<file path="src/pkg/csf_pkg.sv">
// Package with register map, field positions and carrier types of the clock status flag unit
package csf_pkg;
	localparam logic [7:0] ADDR_FLAGS = 8'h00;
	localparam logic [7:0] ADDR_ENABLES = 8'h08;
	localparam logic [7:0] ADDR_DIVCTL = 8'h0c;
	localparam int BIT_TICK = 7;
	localparam int BIT_LOCKCHG = 4;
	localparam int BIT_LOCK = 3;
	localparam int BIT_OSCCHG = 1;
	localparam int BIT_OSCQ = 0;
	localparam logic [7:0] FLAG_W1C_MASK = 8'h92;
	localparam logic [7:0] ENABLE_MASK = 8'h92;
	localparam logic [7:0] ENABLES_RESET = 8'h00;
	localparam logic [3:0] PLL_POST_DIVIDER_RESET = 4'h0;
	localparam logic [3:0] UNLOCKED_DIV_M1 = 4'h3;
	localparam int TICK_PERIOD_NS = 1000;
	localparam int CLK_PERIOD_NS = 5;
	localparam int TICK_CYCLES = TICK_PERIOD_NS / CLK_PERIOD_NS;
	localparam logic [15:0] TICK_LAST = 16'(TICK_CYCLES - 1);

	typedef struct packed {
		logic [7:0] addr;
		logic [7:0] wdata;
		logic wr;
		logic rd;
	} csf_bus_s;

	typedef struct packed {
		logic tick;
		logic lockChg;
		logic oscChg;
	} csf_flags_s;

	typedef enum logic [1:0] {
		CSF_OSC_OFF = 2'b00,
		CSF_OSC_QUAL = 2'b01,
		CSF_OSC_STOP = 2'b11
	} csf_osc_e;
endpackage

</file>
<file path="src/csf_clock_status_flag_unit.sv">
// Clock status flags, interrupt request and PLL output divider of the clock management unit
//
// Chosen here: the plain strobed port and the placing of the registers.
`timescale 1ns/1ps

// How it works
// - Tick period expiry sets flag bit 7
// - Flags clear only on written one
// - Tick flag with enable raises interrupt
// - Any lock status change sets bit 4
// - Lock-change flag with enable raises interrupt
// - Bit 3 shows live lock, read-only
// - Unlocked PLL output is VCO over four
// - Locked output is VCO over pll_post_divider+1
// - Qualified status change sets bit 1
// - Osc-change flag with enable raises interrupt
// - Bit 0 reads one only when qualified
// - Full stop entry clears qualified status
// - Enables at bits 7,4,1 offset 0x0008
module csf_clock_status_flag_unit (
	input wire logic clk_sys,
	input wire logic rst,
	input wire csf_pkg::csf_bus_s bus,
	output logic [7:0] rdata,
	input wire logic pllLockIn,
	input wire logic oscGoodIn,
	input wire logic fullStopReq,
	input wire logic vcoClkEn,
	output logic pllClkEn,
	output logic pllLocked,
	output logic oscQualified,
	output logic irqReq
);
	// Channel 0 carries the PLL lock level, channel 1 the oscillator level
	logic [1:0] statusIn;
	logic [1:0] status_r;
	logic [1:0] status_nxt;
	logic lock_r;
	logic lock_nxt;
	logic oscGood_r;
	logic stopSeen_r;
	logic stopSeen_nxt;
	csf_pkg::csf_osc_e oscState_r;
	csf_pkg::csf_osc_e oscState_nxt;
	logic [2:0] flagBits_r;
	logic [2:0] flagBits_nxt;
	logic [2:0] flagEvt;
	logic [2:0] flagClr;
	csf_pkg::csf_flags_s flags_r;
	csf_pkg::csf_flags_s flags_nxt;
	logic [7:0] enables_r;
	logic [7:0] enables_nxt;
	logic [3:0] pll_post_divider_r;
	logic [3:0] pll_post_divider_nxt;
	logic [15:0] tickCnt_r;
	logic [15:0] tickCnt_nxt;
	logic [3:0] divCnt_r;
	logic [3:0] divCnt_nxt;
	logic [3:0] divLimit;
	logic pllClkEn_nxt;
	logic [7:0] rdata_nxt;
	logic irq_nxt;
	logic irqTick;
	logic irqLock;
	logic irqOsc;
	logic pllLocked_nxt;
	logic oscQualified_nxt;
	logic [7:0] flagView;
	logic wrFlags;
	logic wrEn;
	logic wrDiv;
	logic tickEvt;
	logic lockEvt;
	logic oscEvt;
	logic oscQ;
	logic oscQ_nxt;

	assign statusIn = {oscGoodIn, pllLockIn};
	assign lock_r = status_r[0];
	assign lock_nxt = status_nxt[0];
	assign oscGood_r = status_r[1];

	// Analog levels are asynchronous, so each passes three flops before use
	for (genvar i = 0; i < 2; i++) begin : g_sync
		logic [2:0] stage_r;
		logic [2:0] stage_nxt;
		logic level_r;
		logic level_nxt;
		always_comb begin
			stage_nxt = {stage_r[1:0], statusIn[i]};
			// A change counts only once the second and third stage agree
			level_nxt = (stage_r[2] == stage_r[1]) ? stage_r[2] : level_r;
		end
		always_ff @(posedge clk_sys) begin
			if (rst) begin
				stage_r <= 3'h0;
				level_r <= 1'b0;
			end else begin
				stage_r <= stage_nxt;
				level_r <= level_nxt;
			end
		end
		assign status_r[i] = level_r;
		assign status_nxt[i] = level_nxt;
	end

	always_comb begin
		stopSeen_nxt = fullStopReq;
	end

	always_ff @(posedge clk_sys) begin
		if (rst) begin
			stopSeen_r <= 1'b0;
		end else begin
			stopSeen_r <= stopSeen_nxt;
		end
	end

	always_comb begin
		oscState_nxt = oscState_r;
		case (oscState_r)
			csf_pkg::CSF_OSC_OFF: begin
				if (fullStopReq)
					oscState_nxt = csf_pkg::CSF_OSC_STOP;
				else if (oscGood_r && lock_r)
					oscState_nxt = csf_pkg::CSF_OSC_QUAL;
			end
			csf_pkg::CSF_OSC_QUAL: begin
				if (fullStopReq && !stopSeen_r)
					oscState_nxt = csf_pkg::CSF_OSC_STOP;
				else if (!oscGood_r)
					oscState_nxt = csf_pkg::CSF_OSC_OFF;
			end
			csf_pkg::CSF_OSC_STOP: begin
				if (!fullStopReq)
					oscState_nxt = csf_pkg::CSF_OSC_OFF;
			end
			default: oscState_nxt = csf_pkg::CSF_OSC_OFF;
		endcase
	end

	always_ff @(posedge clk_sys) begin
		if (rst) begin
			oscState_r <= csf_pkg::CSF_OSC_OFF;
		end else begin
			oscState_r <= oscState_nxt;
		end
	end

	assign oscQ = (oscState_r == csf_pkg::CSF_OSC_QUAL);
	assign oscQ_nxt = (oscState_nxt == csf_pkg::CSF_OSC_QUAL);
	assign lockEvt = (lock_nxt != lock_r);
	assign oscEvt = (oscQ_nxt != oscQ);
	assign tickEvt = (tickCnt_r == csf_pkg::TICK_LAST);
	assign flagEvt = {tickEvt, lockEvt, oscEvt};
	assign flags_r = csf_pkg::csf_flags_s'(flagBits_r);
	assign flags_nxt = csf_pkg::csf_flags_s'(flagBits_nxt);
	assign wrFlags = bus.wr && (bus.addr == csf_pkg::ADDR_FLAGS);
	assign wrEn = bus.wr && (bus.addr == csf_pkg::ADDR_ENABLES);
	assign wrDiv = bus.wr && (bus.addr == csf_pkg::ADDR_DIVCTL);

	// Entry 2 is the tick flag, 1 the lock change flag, 0 the oscillator change flag
	for (genvar i = 0; i < 3; i++) begin : g_flag
		localparam int POS = (i == 2) ? csf_pkg::BIT_TICK : ((i == 1) ? csf_pkg::BIT_LOCKCHG : csf_pkg::BIT_OSCCHG);
		logic bit_r;
		logic bit_nxt;
		assign flagClr[i] = wrFlags && bus.wdata[POS];
		// A same-cycle event wins over the clear, so no event is ever lost
		always_comb begin
			bit_nxt = bit_r;
			if (flagClr[i]) begin
				bit_nxt = 1'b0;
			end
			if (flagEvt[i]) begin
				bit_nxt = 1'b1;
			end
		end
		always_ff @(posedge clk_sys) begin
			if (rst) begin
				bit_r <= 1'b0;
			end else begin
				bit_r <= bit_nxt;
			end
		end
		assign flagBits_r[i] = bit_r;
		assign flagBits_nxt[i] = bit_nxt;
	end

	always_comb begin
		if (tickEvt) begin
			tickCnt_nxt = 16'h0000;
		end else begin
			tickCnt_nxt = tickCnt_r + 16'h0001;
		end
	end

	always_ff @(posedge clk_sys) begin
		if (rst) begin
			tickCnt_r <= 16'h0000;
		end else begin
			tickCnt_r <= tickCnt_nxt;
		end
	end

	always_comb begin
		enables_nxt = enables_r;
		pll_post_divider_nxt = pll_post_divider_r;
		if (wrEn) begin
			enables_nxt = bus.wdata & csf_pkg::ENABLE_MASK;
		end
		if (wrDiv) begin
			pll_post_divider_nxt = bus.wdata[3:0];
		end
	end

	always_ff @(posedge clk_sys) begin
		if (rst) begin
			enables_r <= csf_pkg::ENABLES_RESET;
			pll_post_divider_r <= csf_pkg::PLL_POST_DIVIDER_RESET;
		end else begin
			enables_r <= enables_nxt;
			pll_post_divider_r <= pll_post_divider_nxt;
		end
	end

	always_comb begin
		flagView = 8'h00;
		flagView[csf_pkg::BIT_TICK] = flags_r.tick;
		flagView[csf_pkg::BIT_LOCKCHG] = flags_r.lockChg;
		flagView[csf_pkg::BIT_LOCK] = lock_r;
		flagView[csf_pkg::BIT_OSCCHG] = flags_r.oscChg;
		flagView[csf_pkg::BIT_OSCQ] = oscQ;
		rdata_nxt = 8'h00;
		if (bus.rd) begin
			case (bus.addr)
				csf_pkg::ADDR_FLAGS: rdata_nxt = flagView;
				csf_pkg::ADDR_ENABLES: rdata_nxt = enables_r;
				csf_pkg::ADDR_DIVCTL: rdata_nxt = {4'h0, pll_post_divider_r};
				default: rdata_nxt = 8'h00;
			endcase
		end
	end

	always_ff @(posedge clk_sys) begin
		if (rst) begin
			rdata <= 8'h00;
		end else begin
			rdata <= rdata_nxt;
		end
	end

	// Built from next values so the request moves on the same edge as its flag
	always_comb begin
		irqTick = flags_nxt.tick && enables_nxt[csf_pkg::BIT_TICK];
		irqLock = flags_nxt.lockChg && enables_nxt[csf_pkg::BIT_LOCKCHG];
		irqOsc = flags_nxt.oscChg && enables_nxt[csf_pkg::BIT_OSCCHG];
		irq_nxt = irqTick || irqLock || irqOsc;
	end

	always_ff @(posedge clk_sys) begin
		if (rst) begin
			irqReq <= 1'b0;
		end else begin
			irqReq <= irq_nxt;
		end
	end

	// Output clock as an enable: one pulse per divLimit+1 VCO enables
	always_comb begin
		divLimit = lock_r ? pll_post_divider_r : csf_pkg::UNLOCKED_DIV_M1;
		divCnt_nxt = divCnt_r;
		pllClkEn_nxt = 1'b0;
		if (vcoClkEn) begin
			if (divCnt_r >= divLimit) begin
				divCnt_nxt = 4'h0;
				pllClkEn_nxt = 1'b1;
			end else begin
				divCnt_nxt = divCnt_r + 4'h1;
			end
		end
	end

	always_ff @(posedge clk_sys) begin
		if (rst) begin
			divCnt_r <= 4'h0;
			pllClkEn <= 1'b0;
		end else begin
			divCnt_r <= divCnt_nxt;
			pllClkEn <= pllClkEn_nxt;
		end
	end

	// Status outputs move on the same edge as their read-back view
	always_comb begin
		pllLocked_nxt = lock_nxt;
		oscQualified_nxt = oscQ_nxt;
	end

	always_ff @(posedge clk_sys) begin
		if (rst) begin
			pllLocked <= 1'b0;
			oscQualified <= 1'b0;
		end else begin
			pllLocked <= pllLocked_nxt;
			oscQualified <= oscQualified_nxt;
		end
	end
endmodule

</file>
<file path="config.mk">
export PLATFORM = sky130hd
export DESIGN_NAME = csf_clock_status_flag_unit
export DESIGN_NICKNAME = d
export VERILOG_FILES = /design/src/pkg/csf_pkg.sv /design/src/csf_clock_status_flag_unit.sv
export SDC_FILE = /design/constraint.sdc
export NUM_CORES = 1
export LEC_CHECK = 0
export BUFFER_PORTS_ARGS = -buffer_cell sky130_fd_sc_hd__buf_2
export CORE_ASPECT_RATIO = 0.5
export CORE_MARGIN = 2
export CORE_UTILIZATION = 35
export CTS_CLUSTER_DIAMETER = 50
export DETAILED_ROUTE_END_ITERATION = 12
export PLACE_DENSITY = 0.65
export SLEW_MARGIN = 10
export SYNTH_ARGS = -nofsm -noshare
export SYNTH_HDL_FRONTEND = slang
export SYNTH_SLANG_ARGS = --single-unit
</file>
<file path="constraint.sdc">
create_clock -name clk_sys -period 3.89 [get_ports clk_sys]
set_input_delay 0.778 -clock clk_sys [delete_from_list [all_inputs] [get_ports clk_sys]]
set_output_delay 0.778 -clock clk_sys [all_outputs]
set_load 0.01 [all_outputs]
</file>
==> Word-level counts from Yosys, hierarchy flattened <==
Index checks and enable logic that the tools add are counted.
{ "classes": {"bitwise_logic": 2, "n_eq_ne": 10, "reduce_logical": 19, "n_addsub": 2, "n_mux": 18, "magnitude_cmp": 1} }
{ "ops": {"columns": ["operator", "count"], "rows": [
  ["8-bit one-hot mux with 3 select lines", 1],
  ["16-bit by 1-bit adder with 16-bit output (second input constant)", 1],
  ["16-bit by 8-bit equality test with 1-bit output (second input constant)", 1],
  ["8-bit by 4-bit equality test with 1-bit output (second input constant)", 2],
  ["1-bit logical AND", 11],
  ["2-bit 2-to-1 mux", 5],
  ["8-bit logical NOT", 1],
  ["1-bit 2-to-1 mux", 8],
  ["4-bit 2-to-1 mux", 2],
  ["8-bit 2-to-1 mux", 1],
  ["2-bit one-hot mux with 3 select lines", 1],
  ["2-bit OR reduction", 3],
  ["4-bit by 1-bit adder with 4-bit output (second input constant)", 1],
  ["2-bit by 1-bit equality test with 1-bit output (second input constant)", 2],
  ["4-bit >= comparator", 1],
  ["1-bit equality test", 2],
  ["2-bit equality test (second input constant)", 1],
  ["2-bit logical NOT", 1],
  ["1-bit logical OR", 2],
  ["1-bit inequality test", 2],
  ["1-bit NOT", 2],
  ["1-bit logical NOT", 1]
]} }
{ "totals": {"ff_bits": 52, "elab_cells": 69, "input_bits": 24} }

==> Longest topological paths before layout <==
Gate-level depths: netlist of the first run.
{ "depth": {"ltp_word": 9, "ltp_mapped": 8, "depth_no_buf": 7} }

==> Worst setup path after synthesis of the first run <==
Ideal clock, no wire load.
{ "synth_timing": {"path_type": "input port to flip-flop", "startpoint": "input bus[12] (netlist bit)", "endpoint": "register irqReq", "arrival_ns": 1.980, "path_stages": 6, "required_time_ns": 3.763, "slack_ns": 1.783, "path_cell_list": "clkbuf_1 nor2_1 nand4_1 a221oi_2 nor3_1 or3_1"} }
{ "synth_between": {"elab_chain_cells": 8, "word_cells_on_any_way": 19} }
{ "synth_rtl": {"columns": ["element", "line_no", "text"], "rows": [
  ["start: declaration", "csf_clock_status_flag_unit.sv:23", "input wire csf_pkg::csf_bus_s bus,"],
  ["8-bit logical NOT", "csf_clock_status_flag_unit.sv:158", "assign wrFlags = bus.wr && (bus.addr == csf_pkg::ADDR_FLAGS);"],
  ["1-bit logical AND", "csf_clock_status_flag_unit.sv:158", null],
  ["1-bit logical AND", "csf_clock_status_flag_unit.sv:167", "assign flagClr[i] = wrFlags && bus.wdata[POS];"],
  ["1-bit 2-to-1 mux", "csf_clock_status_flag_unit.sv:171", "if (flagClr[i]) begin"],
  ["1-bit 2-to-1 mux", "csf_clock_status_flag_unit.sv:174", "if (flagEvt[i]) begin"],
  ["1-bit logical AND, on equally long branches", "csf_clock_status_flag_unit.sv:254, csf_clock_status_flag_unit.sv:255", null],
  ["1-bit logical OR", "csf_clock_status_flag_unit.sv:257", "irq_nxt = irqTick || irqLock || irqOsc;"],
  ["1-bit logical OR *", "csf_clock_status_flag_unit.sv:257", null],
  ["end signal: assignment", "csf_clock_status_flag_unit.sv:264", "irqReq <= irq_nxt;"],
  ["end: declaration", "csf_clock_status_flag_unit.sv:32", "output logic irqReq"]
]} }
Mark *: on every way between the ends. The rest lies on a longest branch, timed or not.
A chain may end at the register's enable or synchronous reset.

==> Final worst setup path of the first run <==
{ "layout_timing": {"startpoint": "input bus[11] (netlist bit)", "endpoint": "register irqReq"} }
Same word-level chain as after synthesis.

==> results_dict.tcl, run 1 <==
set metrics [dict create \
    grt_max_degree 31 \
    dp.final_hpwl_mm 2.87 \
    p_switching_uw 214 \
    crit_path_end_kind "register" \
    r2r_start "pllLocked" \
    power.ir.vdd_worst_mv 0.211 \
    leakagePower_uw 0.00104 \
    wl_met2_mm 1.79 \
    clockBufferDepth 2 \
    die_h_microns 58.3 \
    drc 0 \
    n_antenna_cell 0 \
    p_int_uw 839 \
    area_growth_syn_to_layout_pct 17.8 \
    fin_worst_skew_ps 4.35 \
    cts_resized 0 \
    fmax_mhz 472 \
    routed-wl-met3_microns 170 \
    crit_fanout 6 \
    cp-startpoint "bus[11]" \
    nets 281 \
    yosysTopAreaCell "dfxtp_1" \
    die-area_sq_um 6570 \
    mostFrequentLayoutCells "50 x dfxtp_1, 35 x nor2_1, 31 x buf_2, 16 x nand2_1" \
    pwr-share-seq_pct 50.5 \
    period_share_pct 54.4 \
    io-pin-count 36 \
    clock_latency_ps 280 \
    place.gp.congestion 0.765 \
    drv_slew 0 \
    reg2regPathDepth 7 \
    tritoncts "done" \
    grt_pass1_vias 1500 \
    multiInputGateArea_sq_um 1010 \
    maxSlewHeadroom_pct 61.5 \
    setup_viol 0 \
    antenna_found_initial 0 \
    cts.sinks 50 \
    power_frac_clock_pct 44.1 \
    reg2reg_slack_ps 2050 \
    finalCriticalPeriod_ps 2120 \
    core_area_sq_um 5590 \
    mostFrequentLayoutCell "dfxtp_1" \
    die_x_microns 113 \
    cts-root-buf "clkbuf_16" \
    required_ps 4050 \
    grt_pass1_wl_mm 6.51 \
    grt-ovfl-total 0 \
    cap_violations 0 \
    vias 1575 \
    critPathLaunchType "input port" \
    p_comb_share_pct 5.4 \
    grt_use_total_pct 12.6 \
    antenna_left 0 \
    netSwitchingFraction_pct 20.3 \
    seq_area_frac_synth_pct 48.4 \
    highest_layer "met4" \
    clk_pin_slew_worst_paths_ps 60 \
    via_per_inst 4.85 \
    syn-cell-area_sq_um 2070 \
    hold_buffers 0 \
    place_inst 317 \
    avgRoutedWirePerCell_microns 11.7 \
    ff_latch_area_sq_um 1000 \
    wl_met1_mm 1.76 \
    rsz0062_at_grt "false" \
    initial_core_util_pct 37.0 \
    ys_types 33 \
    power_density_nw_per_um2 432 \
    crit_arrival_ps 2280 \
    synthCells 222 \
    wl_mm 3.81 \
    stdcell_count 325 \
    critPathCapture "irqReq" \
    syn-mean-instance-area_sq_um 9.31 \
    drive_gt1_share_pct 17.1 \
    num-fill-cells 531 \
    setup_tns_ps 0 \
    hold_violations 0 \
    synth_seq_cells 50 \
    drt_first_pass_iters 4 \
    outcome "finished, final reports clean" \
    cts_inserted_buffers 5 \
    worstReg2RegEnd "divCnt_r[3]" \
    synth.top_cell.area_share_pct 48.4 \
    h-tree-depth 2 \
    row_count 19 \
    worst_pin_slew_ps 577 \
    post_cts_buffers 0 \
    ys_warn_count 0 \
    hp-class "reg2reg" \
    port_buffers 31 \
    path_class "in2reg" \
    first_iter_violations 50 \
    synthTopCellsByArea "dfxtp_1 48%, nor2_1 6.4%, mux2i_1 5.3%, xor2_1 4.7%, ha_1 3.6%" \
]
==> power groups by stage <==
stage	registers, uW	clock network (uW)	logic (uW)
final	531	464	57.1
after global routing	533	497	64.8
after CTS	531	476	57.2
after detailed placement	543	0	56.8
after global placement	542	0	54.4
after floorplan	541	0	39.6
==> registers in the layout, indices dropped and copies added, names as in the netlist <==
signal              cells
rdata                   6
stopSeen_r              1
enables_r               3
oscQualified            1
g_sync.stage_r          6
g_flag.bit_r            3
oscState_r              2
g_sync.level_r          1
tickCnt_r              16
divCnt_r                4
pllLocked               1
pll_post_divider_r      4
irqReq                  1
pllClkEn                1
==> routing by layer <==
metal	vias up	global-route usage, %
met3	8	4.33
met1	722	14.6
met5	-	0
met2	26	21.5
li1	819	-
met4	0	5.75
==> cells by family after synthesis <==
logic type               synth area share (%)
other                                   0.181
multiplexers                             5.33
AO/OA/AOI/OAI                            7.20
AND/OR/NAND/NOR                          24.9
buffers and inverters                    3.09
XOR/XNOR                                 7.20
adder cells (fa/ha/maj)                  3.63
flip-flops                               48.4
==> cell type report <==
| cell class | count | area share (%) |
|---|---|---|
| Inverter | 4 | 0.617 |
| Multi-Input combinational cell | 159 | 41.3 |
| Tap cell | 73 | 3.75 |
| Clock buffer | 8 | 6.83 |
| Timing Repair Buffer | 31 | 6.37 |
| Sequential cell | 50 | 41.1 |
==> cell usage after synthesis, drive strengths merged <==
cell type and count:
nor3b 1, ha 6, nand4b 1, mux2i 11
conb 1, o21ai 5, a21oi 7, nand2b 6
nor2 35, nor3 8, xnor2 6, xor2 11
nor4b 2, a22oi 1, nand3 8, nand2 16
and3b 1, a211oi 5, or3 1, a221oi 1
nor4 3, nand4 9, dfxtp 50, nor2b 8
and3 1, clkbuf 2, buf 8, inv 4
a21o 3, a31oi 1
==> worst min-delay path by stage <==
stage / startpoint / to / slack, ps / cells past startpoint
floorplan: g_sync[0].stage_r[0] / g_sync[0].stage_r[1] / 410 / 1
global placement: g_sync[1].stage_r[0] / g_sync[1].stage_r[1] / 420 / 1
detailed placement: g_sync[1].stage_r[0] / g_sync[1].stage_r[1] / 430 / 1
CTS: g_sync[1].stage_r[0] / g_sync[1].stage_r[1] / 440 / 1
global route: g_sync[0].stage_r[0] / g_sync[0].stage_r[1] / 460 / 1
finish: g_sync[1].stage_r[0] / g_sync[1].stage_r[1] / 430 / 1
==> stage by stage <==
stage	util [%]	hold WS (ps)	instance area, sq um	worst slack [ps]	power (uW)
4_1_cts	43.6	439	2430	1810	1060
3_5_place_dp	40.6	426	2270	1510	600
2_1_floorplan	-	414	2070	1780	580
6_report	43.6	432	2430	1770	1050
5_1_grt	43.6	465	2430	1700	1090
3_3_place_gp	40.6	422	2270	1510	596
==> worst max-delay path: stages <==
cell and delay (ps):
buf_2 110, nor4_4 450, nand4b_2 230, mux2i_1 270
a211oi_1 70, or3_1 370
No activity file was read; power rests on OpenSTA's default activity.
==> inputs of run 2 (changes only) <==
- PLACE_DENSITY: 0.65 -> 0.67
- clock period: 3.89 -> 1.75 ns (I/O delays scaled with it)
==> run 2 against run 1 <==
- first-iteration DRC count is 42% lower
- sequential share of layout area is 1.6 points lower
- via count is 4.3% higher
- sequential cell count stayed put
- critical path depth is 1 higher
- routed wire length is 4.9% higher
- clock-buffer cell count is 1 lower
- global-route usage is 0.50 points higher
- cell area is 4.4% higher
- worst setup slack worse by 1700 ps
- clock skew is 0.66 ps higher
- critical path type is now reg2reg
==> results_dict.tcl, run 2 (synthesized netlist as in run 1, its figures left out) <==
set metrics [dict create \
    cts.sinks 50 \
    dp_slack_ps -107 \
    clk_pin_slew_worst_paths_ps 60 \
    dpl_cell_area_sq_um 2370 \
    worstReg2RegEnd "divCnt_r[3]" \
    n_antenna_cell 0 \
    fmax_mhz 602 \
    path_class "reg2reg" \
    mostFrequentLayoutCells "49 x dfxtp_1, 35 x nor2_1, 31 x buf_2, 16 x nand2_1, 13 x buf_4" \
    maxSlewHeadroom_pct 63.1 \
    die_h_microns 58.3 \
    die-area_sq_um 6570 \
    crit_arrival_ps 1870 \
    drt_first_pass_iters 4 \
    cp-startpoint "pll_post_divider_r[0]" \
    cts_inserted_buffers 5 \
    setup_tns_ps 0 \
    reg_top3 "tickCnt_r (16), g_sync.stage_r (6), rdata (6)" \
    h-tree-depth 2 \
    grt_pass1_wl_mm 6.86 \
    grt-ovfl-total 0 \
    drv_slew 0 \
    r2r_start "pll_post_divider_r[0]" \
    wl_mm 3.99 \
    leakagePower_uw 0.00109 \
    crit_top_cell "a21o_1" \
    hold_buffers 0 \
    num-fill-cells 539 \
    setup_slack_ps 90.2 \
    grt_pass1_vias 1605 \
    fin_worst_skew_ps 5.01 \
    drive_gt1_share_pct 23.1 \
    critPathLaunchType "register" \
    path_cells "nand2b_4 > ha_1 > nand2b_1 > a21o_1 > a21o_1 > a21o_4 > a211oi_2" \
    worst_pin_slew_ps 545 \
    rsz0062_at_grt "false" \
    finalCriticalPeriod_ps 1660 \
    vias 1643 \
    grt_use_total_pct 13.1 \
    hp-class "in2reg" \
    antenna_left 0 \
    period_share_pct 94.8 \
    io-pin-count 36 \
    tritoncts "done" \
    first_iter_violations 29 \
    core_area_sq_um 5590 \
    power_uw 2220 \
    avgRoutedWirePerCell_microns 11.8 \
    antenna_found_initial 0 \
    cap_violations 0 \
    grt_max_degree 24 \
    row_count 19 \
    required_ps 1960 \
    power_density_nw_per_um2 873 \
    post_cts_buffers 0 \
    ff_latch_area_sq_um 1000 \
    setup_viol 0 \
    crit_fanout 5 \
    crit_slowest_cell "dfxtp_1" \
    via_per_inst 4.88 \
    drc 0 \
    cts-root-buf "clkbuf_16" \
    outcome "finished, final reports clean" \
    multiInputGateArea_sq_um 1050 \
    crit_path_end_kind "register" \
    top_register "tickCnt_r" \
    initial_core_util_pct 37.0 \
    area_growth_syn_to_layout_pct 23.0 \
    final_cell_area_sq_um 2540 \
    power.ir.vdd_worst_mv 0.417 \
    slowest_delay_ps 310 \
    place.gp.congestion 0.745 \
    largest_reg_flops 16 \
    die_x_microns 113 \
    dp.final_hpwl_mm 2.94 \
    clockBufferDepth 2 \
    clock_latency_ps 280 \
    nets 294 \
    port_buffers 31 \
    mostFrequentLayoutCell "dfxtp_1" \
    reg2regPathDepth 7 \
    hold_violations 0 \
    critPathCapture "divCnt_r[3]" \
    reg2reg_slack_ps 90 \
]
run 2: cell type report:
| class | count | area share [%] |
|---|---|---|
| clock buffers | 7 | 5.22 |
| inverters | 4 | 0.591 |
| multi-input cells | 159 | 41.1 |
| flip-flops and latches | 50 | 39.5 |
| well taps | 73 | 3.59 |
| repair buffers | 44 | 9.94 |
run 2: what timing repair did:
| action | 4_1_cts | 5_1_grt |
|---|---|---|
| cloned | 0 | 0 |
| resized for setup | 1 | 8 |
| hold endpoints to repair | 0 | 0 |
| pin swaps | 0 | 3 |
| endpoints found under the setup margin | 2 | 6 |
run 2: worst max-delay path, delay by kind of cell, from the launching register on:
kind	cells	cell delay, ps
adders and majority gates	1	250
DFF	1	310
AOI/OAI and AO/OA	4	780
and+or+nand+nor	2	260
run 2: how the worst min path moves through the flow:
stage / start / to / slack, ps / depth (start not counted)
after global placement: g_sync[1].stage_r[0] / g_sync[1].stage_r[1] / 420 / 1
after CTS: fullStopReq / oscQualified / 270 / 2
final: fullStopReq / oscQualified / 280 / 2
after floorplan: g_sync[0].stage_r[0] / g_sync[0].stage_r[1] / 410 / 1
after detailed placement: g_sync[1].stage_r[0] / g_sync[1].stage_r[1] / 420 / 1
after global routing: fullStopReq / oscQualified / 270 / 2
run 2: routing by layer:
layer,routed length [microns],GRT usage (%),vias to the layer above,share of wire [%]
met5,0,0,-,0
met4,97,6.79,0,2.4
met3,125,3.50,9,3.1
met2,1950,22.8,25,49
met1,1820,15.2,768,46
li1,-,-,841,-
run 2: metrics by stage:
step                utilization, %  instances  hold slack, ps
floorplan                        -        223             414
global placement              42.4        330             420
detailed placement            42.4        330             422
CTS                           44.7        337             272
global route                  45.5        337             275
finish                        45.5        337             276
run 2: power breakdown:
group          leakage [uW]  switching (uW)  internal [uW]
logic              0.000617            79.0           71.4
registers          0.000406            16.0           1160
clock network     0.0000640             369            523
total               0.00109             463           1750
==> inputs of run 3 (changes only) <==
- PLACE_DENSITY: 0.67 -> 0.65
- clock period: 1.75 -> 2 ns (I/O delays scaled with it)
==> run 3 against run 2 <==
- worst setup slack gained 140 ps
- register-to-register slack gained 140 ps
- sequential share of layout area grew 1.4 points
- critical endpoint is now divCnt_r[2]
- fmax shrank 6.0%
- global-route usage shrank 1.0 points
- non-clock buffer count shrank 7
- largest power group unchanged
- combinational power shrank 23%
- critical path type unchanged
==> results_dict.tcl, run 3 (synthesized netlist as in run 1, its figures left out) <==
set metrics [dict create \
    top_register "tickCnt_r" \
    cap_violations 0 \
    fin_worst_skew_ps 2.31 \
    tritoncts "done" \
    r2r_start "pll_post_divider_r[0]" \
    mostFrequentLayoutCells "50 x dfxtp_1, 35 x nor2_1, 31 x buf_2, 16 x nand2_1" \
    cp-startpoint "pll_post_divider_r[0]" \
    path_class "reg2reg" \
    place.gp.congestion 0.756 \
    io-pin-count 36 \
    p_switching_uw 399 \
    power_density_nw_per_um2 788 \
    grt_max_degree 19 \
    clk_pin_slew_worst_paths_ps 60 \
    reg_top3 "tickCnt_r (16), g_sync.stage_r (6), rdata (6)" \
    fmax_mhz 567 \
    clockBufferDepth 2 \
    cts.sinks 50 \
    hold_ws_ps 326 \
    leakagePower_uw 0.00105 \
    slowest_delay_ps 330 \
    dp.final_hpwl_mm 2.83 \
    path_cells "nand2b_1 > ha_1 > nand2b_1 > a21o_1 > a21o_1 > a21o_1 > a211oi_1" \
    drv_slew 0 \
    grt_pass1_wl_mm 6.36 \
    antenna_left 0 \
    reg2reg_slack_ps 230 \
    critPathCapture "divCnt_r[2]" \
    first_iter_violations 31 \
    setup_viol 0 \
    antenna_found_initial 0 \
    cts_resized 0 \
    crit_arrival_ps 1960 \
    critPathLaunchType "register" \
    port_buffers 31 \
    required_ps 2190 \
    worstReg2RegEnd "divCnt_r[2]" \
    avgRoutedWirePerCell_microns 11.5 \
    via_per_inst 4.82 \
    drt_first_pass_iters 4 \
    cts_inserted_buffers 5 \
    area_growth_syn_to_layout_pct 18.3 \
    h-tree-depth 2 \
    die_h_microns 58.3 \
    cts-root-buf "clkbuf_16" \
    hp-class "in2reg" \
    crit_top_cell "a21o_1" \
    mostFrequentLayoutCell "dfxtp_1" \
    crit_path_end_kind "register" \
    drc 0 \
    rsz0062_at_grt "false" \
    grt_pass1_vias 1560 \
    power.ir.vdd_worst_mv 0.296 \
    outcome "finished, final reports clean" \
    p_int_uw 1530 \
    row_count 19 \
    p_comb_share_pct 6.0 \
    netSwitchingFraction_pct 20.7 \
    hold_buffers 0 \
    setup_tns_ps 0 \
    die-area_sq_um 6570 \
    holdPathStages 2 \
    drive_gt1_share_pct 17.9 \
    reg2regPathDepth 7 \
    pwr-share-seq_pct 53.6 \
    nets 287 \
    period_share_pct 88.3 \
    crit_fanout 5 \
    wl_mm 3.78 \
    die_x_microns 113 \
    hold_violations 0 \
    n_antenna_cell 0 \
    initial_core_util_pct 37.0 \
    finalCriticalPeriod_ps 1770 \
    crit_slowest_cell "dfxtp_1" \
    post_cts_buffers 0 \
    power_frac_clock_pct 40.4 \
    core_area_sq_um 5590 \
    grt-ovfl-total 0 \
    vias 1592 \
    largest_reg_flops 16 \
    clock_latency_ps 280 \
    grt_use_total_pct 12.0 \
]
run 3: cell types whose count changed in the layout (fill, tap and decap cells not counted), sizes merged:
| cell | change |
|---|---|
| buf | -7 |
run 3: area by class of cell:
type | instances | area [sq um]
well taps | 73 | 91.3
flip-flops and latches | 50 | 1000
fillers | 544 | 3140
repair buffers | 37 | 200
inverters | 4 | 15.0
clock buffers | 7 | 133
multi-input cells | 159 | 1010
run 3: critical path, delay by kind of cell, from the launching register on:
family / cells / cell delay (ps)
and+or+nand+nor: 2 / 290
DFF: 1 / 330
AOI/OAI and AO/OA: 4 / 800
adders and majority gates: 1 / 260
run 3: worst min path at each step:
stage | slack (ps) | to | startpoint
after CTS | 320 | g_sync[1].stage_r[0] | oscGoodIn
after global routing | 340 | oscQualified | fullStopReq
final | 330 | g_sync[1].stage_r[0] | oscGoodIn
after floorplan | 410 | g_sync[0].stage_r[1] | g_sync[0].stage_r[0]
after detailed placement | 430 | g_sync[0].stage_r[1] | g_sync[0].stage_r[0]
after global placement | 420 | g_sync[1].stage_r[1] | g_sync[1].stage_r[0]
run 3: stage by stage:
step	util (%)	total power (uW)	instances	worst slack (ps)	cell area, sq um
after global placement	41.4	1160	323	111	2310
after CTS	43.8	1950	330	223	2450
after floorplan	-	1130	223	257	2070
after detailed placement	41.4	1170	323	108	2310
after global routing	43.8	2000	330	92.0	2450
final	43.8	1930	330	235	2450
run 3: layer usage:
layer	global-route usage [%]	vias to the layer above	part of all wire, %
li1	-	826	-
met3	3.19	7	3.2
met4	6.10	0	1.7
met5	0	-	0
met1	14.0	743	48
met2	21.0	16	47
run 3: power by group through the flow:
| stage | Sequential (uW) | Clock, uW | Combinational (uW) |
|---|---|---|---|
| 2_1_floorplan | 1050 | 0 | 77.1 |
| 3_3_place_gp | 1050 | 0 | 111 |
| 3_5_place_dp | 1050 | 0 | 116 |
| 4_1_cts | 1030 | 799 | 117 |
| 5_1_grt | 1040 | 840 | 129 |
| 6_report | 1030 | 779 | 116 |
